**config.mk**
```make
export PLATFORM = sky130hd
export DESIGN_NAME = pmcs_sequencer
export DESIGN_NICKNAME = d
export VERILOG_FILES = /design/src/hw/pmcs_pkg.sv /design/src/hw/pmcs_sequencer.sv /design/src/hw/pmcs_profile_slot.sv
export SDC_FILE = /design/constraint.sdc
export NUM_CORES = 1
export LEC_CHECK = 0
export ABC_AREA = 0
export BUFFER_PORTS_ARGS = -buffer_cell sky130_fd_sc_hd__buf_2
export CELL_PAD_IN_SITES_DETAIL_PLACEMENT = 0
export CELL_PAD_IN_SITES_GLOBAL_PLACEMENT = 1
export CORE_MARGIN = 2
export CORE_UTILIZATION = 42
export CTS_CLUSTER_DIAMETER = 120
export DETAILED_ROUTE_END_ITERATION = 10
export GPL_TIMING_DRIVEN = 0
export PLACE_DENSITY_LB_ADDON = 0.1
export SLEW_MARGIN = 40
export SYNTH_ARGS = -nofsm -noshare
export SYNTH_HDL_FRONTEND = slang
export SYNTH_SLANG_ARGS = --single-unit
```
**constraint.sdc**
```tcl
create_clock -name clock -period 10.85 [get_ports clock]
set_input_delay 1.085 -clock clock [delete_from_list [all_inputs] [get_ports clock]]
set_output_delay 1.085 -clock clock [all_outputs]
set_load 0.05 [all_outputs]
```
**src/hw/pmcs_pkg.sv**
```systemverilog
// shared constants and types of the position mode command sequencer
package pmcs_pkg;

  localparam int unsigned CMD_W  = 16;
  localparam int unsigned MODE_W = 8;
  localparam int unsigned POS_W  = 32;

  // object indices of the two words the master sees
  localparam logic [15:0] DRIVE_COMMAND_WORD_IDX = 16'h6040;
  localparam logic [15:0] DRIVE_STATE_WORD_IDX   = 16'h6041;

  // command word bit positions
  localparam int unsigned CB_SWITCH_ON   = 0;
  localparam int unsigned CB_EN_VOLTAGE  = 1;
  localparam int unsigned CB_QUICK_STOP_N = 2;
  localparam int unsigned CB_EN_OPER     = 3;
  localparam int unsigned CB_NEW_TARGET  = 4;
  localparam int unsigned CB_INTERP_EN   = 4;
  localparam int unsigned CB_APPLY_NOW   = 5;
  localparam int unsigned CB_RELATIVE    = 6;
  localparam int unsigned CB_FAULT_RESET = 7;
  localparam int unsigned CB_HALT        = 8;
  localparam int unsigned CB_DEFER_SWITCH = 9;

  // state word bit positions
  localparam int unsigned SB_READY      = 0;
  localparam int unsigned SB_SWITCHED   = 1;
  localparam int unsigned SB_OPER_EN    = 2;
  localparam int unsigned SB_FAULT      = 3;
  localparam int unsigned SB_VOLTAGE    = 4;
  localparam int unsigned SB_QUICK_STOP_N = 5;
  localparam int unsigned SB_SW_DISABLED = 6;
  localparam int unsigned SB_TARGET_REACHED = 10;
  localparam int unsigned SB_MODE_ACK   = 12;

  localparam logic [CMD_W-1:0] STATE_WORD_RESET = 16'h0000;

  // operating_mode_select values
  localparam logic [MODE_W-1:0] MODE_PROFILE_POS = 8'h01;
  localparam logic [MODE_W-1:0] MODE_INTERP_POS  = 8'h07;
  localparam logic [MODE_W-1:0] MODE_RESET       = 8'h00;

  typedef enum logic [4:0] {
    PMCS_SW_DISABLED = 5'b00001,
    PMCS_READY       = 5'b00010,
    PMCS_SWITCHED_ON = 5'b00100,
    PMCS_OPER_EN     = 5'b01000,
    PMCS_FAULT       = 5'b10000
  } pmcs_state_t;

  // one travel profile; relative marks how target is read
  typedef struct packed {
    logic [POS_W-1:0] target;
    logic [POS_W-1:0] velocity;
    logic [POS_W-1:0] accel;
    logic [POS_W-1:0] decel;
    logic             relative;
  } pmcs_profile_t;

  localparam pmcs_profile_t PROFILE_RESET = '0;

  // commands to the motion generator
  typedef struct packed {
    logic start;
    logic running;
    logic stop_at_target;
    logic blend;
    logic halt;
    logic interp_enable;
  } pmcs_motion_t;

endpackage

```
**src/hw/pmcs_sequencer.sv**
```systemverilog
// position mode command sequencer: command word decode, profile queue, state word
// Operation
// - running profile replaced at once when apply-now
// - defer off: stop at target, then queued
// - defer on: pass target at speed, then queued
// - 0x000F enables operation, no motion yet
// - 0x001F/0x005F queue after running positioning
// - 0x003F/0x007F modify running positioning immediately
// - halt ramps down, still operation enabled
// - unwritten profile entries keep old values
// - leaving to 0x0007 stops mode, re-enable restarts
// - mode changes only taken outside operation enabled
// - start allowed directly from switched on
// - new-target edge after completion starts next
// - mode 7 selects interpolated position mode
// - interp bits: 4 enable, 7 reset, 8 halt
// - state bit 12 shows interp mode active
// - accept flag set on edge, cleared later
// - bit 6 picks absolute or relative target
`timescale 1ns/1ps
`default_nettype none
module pmcs_sequencer
  import pmcs_pkg::*;
(
  input  wire logic                clock,
  input  wire logic                rst_b,
  input  wire logic [CMD_W-1:0]    drive_command_word,
  input  wire logic [MODE_W-1:0]   operating_mode_select,
  input  wire pmcs_profile_t       profile_in,
  input  wire logic                drive_fault,
  input  wire logic                axis_at_target,
  input  wire logic                axis_stopped,
  output logic [CMD_W-1:0]         drive_state_word,
  output logic [MODE_W-1:0]        mode_active,
  output pmcs_profile_t            active_profile,
  output pmcs_motion_t             motion,
  output logic                     interp_mode_enable
);

  logic          rst_meta_reg;
  logic          rst_sync_b;
  pmcs_state_t   state_reg;
  pmcs_state_t   state_next;
  logic [CMD_W-1:0] cmd_prev_reg;
  logic [MODE_W-1:0] mode_reg;
  logic          running_reg;
  logic          queued_reg;
  logic          stopping_reg;
  logic          ack_reg;
  logic          start_reg;
  logic          blend_reg;
  logic [CMD_W-1:0] state_word_reg;
  pmcs_profile_t queued_profile;
  pmcs_profile_t new_profile;
  pmcs_profile_t active_d;
  logic          load_active;
  logic          load_queued;
  logic          new_target_rise;
  logic          fault_reset_rise;
  logic          oper_en;
  logic          oper_en_next;
  logic          ack_next;
  logic          profile_mode;
  logic          interp_mode;
  logic          halt;
  logic          accept;
  logic          adopt_queued;
  logic          finished;

  // release of reset through two flops
  always_ff @(posedge clock or negedge rst_b)
  begin
    if (!rst_b)
    begin
      rst_meta_reg <= 1'b0;
      rst_sync_b   <= 1'b0;
    end
    else
    begin
      rst_meta_reg <= 1'b1;
      rst_sync_b   <= rst_meta_reg;
    end
  end

  always_ff @(posedge clock or negedge rst_sync_b)
  begin
    if (!rst_sync_b)
      cmd_prev_reg <= '0;
    else
      cmd_prev_reg <= drive_command_word;
  end

  assign new_target_rise  = drive_command_word[CB_NEW_TARGET] & ~cmd_prev_reg[CB_NEW_TARGET];
  assign fault_reset_rise = drive_command_word[CB_FAULT_RESET] & ~cmd_prev_reg[CB_FAULT_RESET];
  assign oper_en      = (state_reg == PMCS_OPER_EN);
  assign oper_en_next = (state_next == PMCS_OPER_EN);
  assign profile_mode = (mode_reg == MODE_PROFILE_POS);
  assign interp_mode  = (mode_reg == MODE_INTERP_POS);
  assign halt         = drive_command_word[CB_HALT];

  // state machine; a control word needs bits 0..3 to walk it, and a bit 7 edge to leave fault
  always_comb
  begin
    state_next = state_reg;
    unique case (state_reg)
      PMCS_SW_DISABLED:
        if (drive_command_word[CB_EN_VOLTAGE] && drive_command_word[CB_QUICK_STOP_N]
            && !drive_command_word[CB_SWITCH_ON])
          state_next = PMCS_READY;
      PMCS_READY:
        if (!drive_command_word[CB_EN_VOLTAGE] || !drive_command_word[CB_QUICK_STOP_N])
          state_next = PMCS_SW_DISABLED;
        else if (drive_command_word[CB_SWITCH_ON])
          state_next = PMCS_SWITCHED_ON;
      PMCS_SWITCHED_ON:
        if (!drive_command_word[CB_EN_VOLTAGE] || !drive_command_word[CB_QUICK_STOP_N])
          state_next = PMCS_SW_DISABLED;
        else if (!drive_command_word[CB_SWITCH_ON])
          state_next = PMCS_READY;
        else if (drive_command_word[CB_EN_OPER])
          state_next = PMCS_OPER_EN;
      PMCS_OPER_EN:
        if (!drive_command_word[CB_EN_VOLTAGE] || !drive_command_word[CB_QUICK_STOP_N])
          state_next = PMCS_SW_DISABLED;
        else if (!drive_command_word[CB_SWITCH_ON])
          state_next = PMCS_READY;
        else if (!drive_command_word[CB_EN_OPER])
          state_next = PMCS_SWITCHED_ON;
      PMCS_FAULT:
        if (fault_reset_rise && !drive_fault)
          state_next = PMCS_SW_DISABLED;
      default:
        state_next = PMCS_SW_DISABLED;
    endcase
    if (drive_fault)
      state_next = PMCS_FAULT;
  end

  always_ff @(posedge clock or negedge rst_sync_b)
  begin
    if (!rst_sync_b)
      state_reg <= PMCS_SW_DISABLED;
    else
      state_reg <= state_next;
  end

  // mode is latched only outside operation enabled, so a change mid-motion waits
  always_ff @(posedge clock or negedge rst_sync_b)
  begin
    if (!rst_sync_b)
      mode_reg <= MODE_RESET;
    else if (!oper_en)
      mode_reg <= operating_mode_select;
  end

  // next state, not current: a start straight from switched on keeps its edge
  assign accept = oper_en_next && profile_mode && !halt && new_target_rise;

  always_comb
  begin
    new_profile          = profile_in;
    new_profile.relative = drive_command_word[CB_RELATIVE];
  end

  assign finished     = running_reg && axis_at_target && !queued_reg;
  // defer on: switch as the target is passed; off: only once the axis stands
  // halt holds the queued target back until released
  assign adopt_queued = running_reg && queued_reg && axis_at_target && !halt
                        && (drive_command_word[CB_DEFER_SWITCH] || axis_stopped);

  assign load_active = (accept && (!running_reg || drive_command_word[CB_APPLY_NOW]))
                       || adopt_queued;
  assign load_queued = accept && running_reg && !drive_command_word[CB_APPLY_NOW];
  assign active_d    = adopt_queued ? queued_profile : new_profile;

  pmcs_profile_slot u_active_slot (
    .clock      (clock),
    .rst_sync_b (rst_sync_b),
    .load       (load_active),
    .d          (active_d),
    .q          (active_profile)
  );

  pmcs_profile_slot u_queued_slot (
    .clock      (clock),
    .rst_sync_b (rst_sync_b),
    .load       (load_queued),
    .d          (new_profile),
    .q          (queued_profile)
  );

  // motion bookkeeping; leaving operation enabled drops all of it
  always_ff @(posedge clock or negedge rst_sync_b)
  begin
    if (!rst_sync_b)
    begin
      running_reg  <= 1'b0;
      queued_reg   <= 1'b0;
      start_reg    <= 1'b0;
      blend_reg    <= 1'b0;
      stopping_reg <= 1'b0;
    end
    else if (!oper_en_next || !profile_mode)
    begin
      running_reg  <= 1'b0;
      queued_reg   <= 1'b0;
      start_reg    <= 1'b0;
      blend_reg    <= 1'b0;
      stopping_reg <= 1'b0;
    end
    else
    begin
      start_reg    <= load_active;
      blend_reg    <= adopt_queued && drive_command_word[CB_DEFER_SWITCH];
      stopping_reg <= queued_reg && !drive_command_word[CB_DEFER_SWITCH];
      if (load_queued)
        queued_reg <= 1'b1;
      else if (adopt_queued || (accept && drive_command_word[CB_APPLY_NOW]))
        queued_reg <= 1'b0;
      if (load_active)
        running_reg <= 1'b1;
      else if (finished || (halt && axis_stopped))
        running_reg <= 1'b0;
    end
  end

  // accept flag: set wins over clear in the same cycle
  always_ff @(posedge clock or negedge rst_sync_b)
  begin
    if (!rst_sync_b)
      ack_reg <= 1'b0;
    else if (accept)
      ack_reg <= 1'b1;
    else if (!drive_command_word[CB_NEW_TARGET])
      ack_reg <= 1'b0;
  end

  // flag value after this edge, so the state word shows it together with start
  assign ack_next = accept || (ack_reg && drive_command_word[CB_NEW_TARGET]);

  assign interp_mode_enable = oper_en && interp_mode
                              && drive_command_word[CB_INTERP_EN] && !halt;

  // the halt level drives the ramp-down on profile deceleration
  always_comb
  begin
    motion.start          = start_reg;
    motion.running        = running_reg;
    motion.stop_at_target = stopping_reg;
    motion.blend          = blend_reg;
    motion.halt           = oper_en && halt;
    motion.interp_enable  = interp_mode_enable;
  end

  // state word built in a flop so it never glitches towards the master
  always_ff @(posedge clock or negedge rst_sync_b)
  begin
    if (!rst_sync_b)
      state_word_reg <= STATE_WORD_RESET;
    else
    begin
      state_word_reg                    <= '0;
      state_word_reg[SB_READY]          <= (state_next == PMCS_READY) || (state_next == PMCS_SWITCHED_ON)
                                           || (state_next == PMCS_OPER_EN);
      state_word_reg[SB_SWITCHED]       <= (state_next == PMCS_SWITCHED_ON) || (state_next == PMCS_OPER_EN);
      state_word_reg[SB_OPER_EN]        <= (state_next == PMCS_OPER_EN);
      state_word_reg[SB_FAULT]          <= (state_next == PMCS_FAULT);
      state_word_reg[SB_VOLTAGE]        <= 1'b1;
      state_word_reg[SB_QUICK_STOP_N]   <= (state_next == PMCS_READY) || (state_next == PMCS_SWITCHED_ON)
                                           || (state_next == PMCS_OPER_EN);
      state_word_reg[SB_SW_DISABLED]    <= (state_next == PMCS_SW_DISABLED);
      state_word_reg[SB_TARGET_REACHED] <= axis_at_target && !running_reg;
      state_word_reg[SB_MODE_ACK]       <= interp_mode ? interp_mode_enable : ack_next;
    end
  end

  assign drive_state_word = state_word_reg;
  assign mode_active      = mode_reg;

endmodule
`default_nettype wire

```
**src/hw/pmcs_profile_slot.sv**
```systemverilog
// one stored travel profile, loaded on request
`timescale 1ns/1ps
`default_nettype none
module pmcs_profile_slot
  import pmcs_pkg::*;
(
  input  wire logic          clock,
  input  wire logic          rst_sync_b,
  input  wire logic          load,
  input  wire pmcs_profile_t d,
  output var  pmcs_profile_t q
);

  pmcs_profile_t slot_reg;

  always_ff @(posedge clock or negedge rst_sync_b)
  begin
    if (!rst_sync_b)
      slot_reg <= PROFILE_RESET;
    else if (load)
      slot_reg <= d;
  end

  assign q = slot_reg;

endmodule
`default_nettype wire

```
# --- Word level (Yosys, flattened, before mapping) ---
# Cells that the tools add are included.
word_totals:
  elab_cells: 113
  input_bits: 158
  output_inout_bits: 160
  regBits: 296
op_classes:
  n_bitwise: 4
  mux: 25
  eq_ne: 13
  reduce_logical: 49
ops:
  columns: ["cell", "count"]
  rows:
  - ["129-bit two-way mux", 1]
  - ["5-bit two-way mux", 11]
  - ["1-bit logical AND", 25]
  - ["5-bit one-hot mux with 5 select lines", 1]
  - ["1-bit two-way mux", 12]
  - ["1-bit zero test", 11]
  - ["1-bit logical OR", 11]
  - ["5-bit by 1-bit == test with 1-bit output (second input constant)", 2]
  - ["5-bit by 2-bit == test with 1-bit output (second input constant)", 2]
  - ["5-bit by 3-bit == test with 1-bit output (second input constant)", 2]
  - ["5-bit by 4-bit == test with 1-bit output (second input constant)", 2]
  - ["5-bit == test (second input constant)", 2]
  - ["8-bit by 1-bit == test with 1-bit output (second input constant)", 1]
  - ["8-bit by 3-bit == test with 1-bit output (second input constant)", 1]
  - ["3-bit nonzero test", 2]
  - ["1-bit AND", 2]
  - ["2-bit by 1-bit != test with 1-bit output (second input constant)", 1]
  - ["1-bit NOT", 2]

# --- Longest topological paths before layout ---
depth:
  ltp_word: 15
  mapped_depth: 7

# --- Cells and area by module ---
# Synthesis repeated with hierarchy kept, for this count alone.
hier_totals:
  hier_cells: 838
  area_unflattened_um2: 12797.3
modules_own_cells:
  columns: ["module", "cells_each", "area_each_um2", "n_inst"]
  rows:
  - ["pmcs_profile_slot", 272, 4832.1, 2]
  - ["pmcs_sequencer", 294, 3133.0, 1]

# --- Worst setup path before layout ---
# No wires, ideal clock.
synth_timing:
  path_kind: "input -> output"
  from: "in drive_command_word[4]"
  to: "out motion[0] (netlist bit)"
  n_path_buf: 1
  path_slack_ns: 6.625
  stages: 3
  arrival_ns: 3.140
  cell_sequence: "inv_1 nor4_1 buf_4"
synth_via:
  elab_chain_cells: 2
synth_lines:
  columns: ["element", "line_no", "rtl"]
  rows:
  - ["start, declared", "pmcs_sequencer.sv:27", "input wire logic [CMD_W-1:0] drive_command_word,"]
  - ["1-bit logical AND (2 in series)", "pmcs_sequencer.sv:242", "&& drive_command_word[CB_INTERP_EN] && !halt;"]
  - ["end, declared", "pmcs_sequencer.sv:36", "output pmcs_motion_t motion,"]
# No other way between the ends.

==> results.toml <==
[floorplan]
dieWidth_um = 179
rows = 64
design.core.area_sq_um = 30300
start_util = 0.424
die_h_um = 179
ios = 318
dieArea_sq_um = 32100

[job]
drv_cap = 0

[drt]
met2_length_um = 17100
via_per_inst = 5.34
top_layer = "met5"
met3_length_um = 2640
wl_met1_um = 16400
vias = 10400
drt_pass1_iterations = 5
drt_iter0_drc = 561
drtAntennaViolNets = 0
drc_errors = 0
wire_per_inst_um = 19.0
wl_um = 37000

[setup_path]
setup.worst_path.class = "reg -> out"
path_depth = 5
slowest_delay_ns = 0.76
r2r_setup_slack_ns = 8.27
crit_buf_inv = 2
crit_fanout = 10
r2r-start = "running_reg"
endpoint_kind = "primary output"
cp_top_family = "simple AND/OR/NAND/NOR gates"
reg2regPathDepth = 6
crit_path_cell_trace = "clkbuf_1 > or4b_2 > nor2_1 > and2_1 > buf_2"
critPathArrivalTime_ns = 2.84
critical_path_required_ns = 9.77
critPathLaunch = "state_reg[0]"
critPathLaunchType = "register"
rr_endpoint = "u_active_slot.q[41]"
crit_slowest_cell = "or4b_2"

[placed_design]
dp_hpwl_um = 25500
dpl_cell_area_sq_um = 15100
dp_cells = 1884
port_buffers = 303
globalplace.congestion = 0.801

[clock_network]
root_buffer = "clkbuf_16"
clock_path_buffers = 3
clk_latency_ns = 0.55
cts-resized-gates = 0
post_cts_buffers = 0
clkTransAtPathRegs_ns = 0.06
ctsHtreeMaxLevel = 1
cts_buffers = 31
tritoncts = "done"
cts_sinks = 289
ctsHoldBuffers = 0

[timing]
post-route-period-util = 0.362
drv_slew = 0
hold_viol = 0
setup_violations = 0
relSlewSlack = 0.445
rsz0062_at_grt = "no"
worst_pin_slew_ns = 0.832
clock-skew-final_ns = 0.00937
fin_crit_ns = 3.93
max_freq_ghz = 0.255

[outcome]
status = "finished, final reports clean"

[power_and_ir_drop]
vdd_drop_max_uv = 106
p_leak_uw = 0.00830
total_power_uw = 2240
cellPowerDensity_nw_per_um2 = 139

[yosys]
ys_seq_area_frac = 0.562
synth-warning-count = 0
netlist_area_sq_um = 12900
synthArstFlopShare = 1.00
ys_types = 54
syn_avg_cell_area_sq_um = 11.0
synth_ff_type = "dfrtp_1"
ys_ff_latch = 289
synthCells = 1170
synth_edf_count = 0

[final_layout]
final_cell_mix = "buf_2 (311), nand2_1 (289), dfrtp_1 (287), o211ai_1 (260), mux2_1 (110)"
syn2layout_area_growth_pct = 24.9
ff_latch_area_sq_um = 7240
final_common_cell = "buf_2"
final_layout_size_suffix_gt1_frac = 0.274
layout.nets = 1679
final_util = 0.530
n_fill_cell = 2823
stdcell_count = 1941
final_area_sq_um = 16100
multi_input_area_sq_um = 5060

[global_route]
grt_pass1_wl_um = 57000
grt_max_degree = 42
antenna_found_initial = 9
grt_pass1_vias = 10200
grt_usage = 0.228
grt_overflow = 0

[worst_hold_path]
hp-class = "reg -> async"
## cell type report
| cell class | count | share of cell area |
|---|---|---|
| sequential | 289 | 0.450 |
| inverter | 3 | 0.000700 |
| multi-input combinational | 766 | 0.315 |
| clock inverter | 7 | 0.00545 |
| timing repair buffer | 311 | 0.104 |
| buffer | 119 | 0.0372 |
| tap | 396 | 0.0308 |
| antenna | 4 | 0.000622 |
| clock buffer | 46 | 0.0561 |
## power breakdown
part / leakage [uW] / switching (uW) / total (uW) / internal [uW]
Combinational: 0.00382 / 67.5 / 106 / 38.2
Clock: 0.000486 / 427 / 1040 / 615
Sequential: 0.00400 / 5.19 / 1090 / 1080
Total: 0.00830 / 500 / 2240 / 1740
## cell families (layout without fill, tap and decap cells)
family,Yosys count,in the layout,share of synthesized area
xor+xnor,2,2,0.00136
simple gates,340,340,0.111
other cells,2,13,0.000583
compound gates,285,285,0.165
mux,130,130,0.114
flops,289,289,0.562
buf+inv,122,486,0.0468
## through the flow
stage	setup slack, ns	setup TNS [ns]	hold slack [ns]
floorplan	2.20	0	0.331
global placement	-1.75	-493.56	0.336
detailed placement	7.39	0	0.279
CTS	6.89	0	0.279
global route	6.78	0	0.298
finish	6.92	0	0.263
## worst max path at each step
stage                           to  slack [ns]
6_report                 motion[1]        6.92
3_3_place_gp   u_active_slot.q[11]       -1.75
4_1_cts                  motion[1]        6.89
2_1_floorplan              ack_reg        2.20
5_1_grt                  motion[1]        6.78
3_5_place_dp   u_active_slot.q[41]        7.39
## routing by layer
| layer | vias up | global-route usage |
|---|---|---|
| met5 | - | 0 |
| met2 | 289 | 0.353 |
| met1 | 5119 | 0.323 |
| met3 | 50 | 0.0515 |
| met4 | 6 | 0.0569 |
| li1 | 4908 | - |
## cell usage after synthesis (all sizes together), types with 3 or more instances
cell type	n	area [sq um]
a31oi	3	18.8
buf	39	292
clkbuf	80	300
dfrtp	288	7210
inv	3	11.3
mux2	129	1450
nand2	289	1080
nand2b	3	18.8
nand4	5	31.3
nor2	11	41.3
nor2b	4	25.0
nor3	6	35.0
nor3b	3	22.5
nor4	3	33.8
o211ai	260	1950
o21ai	7	35.0
(Power assumes the default switching activity.)
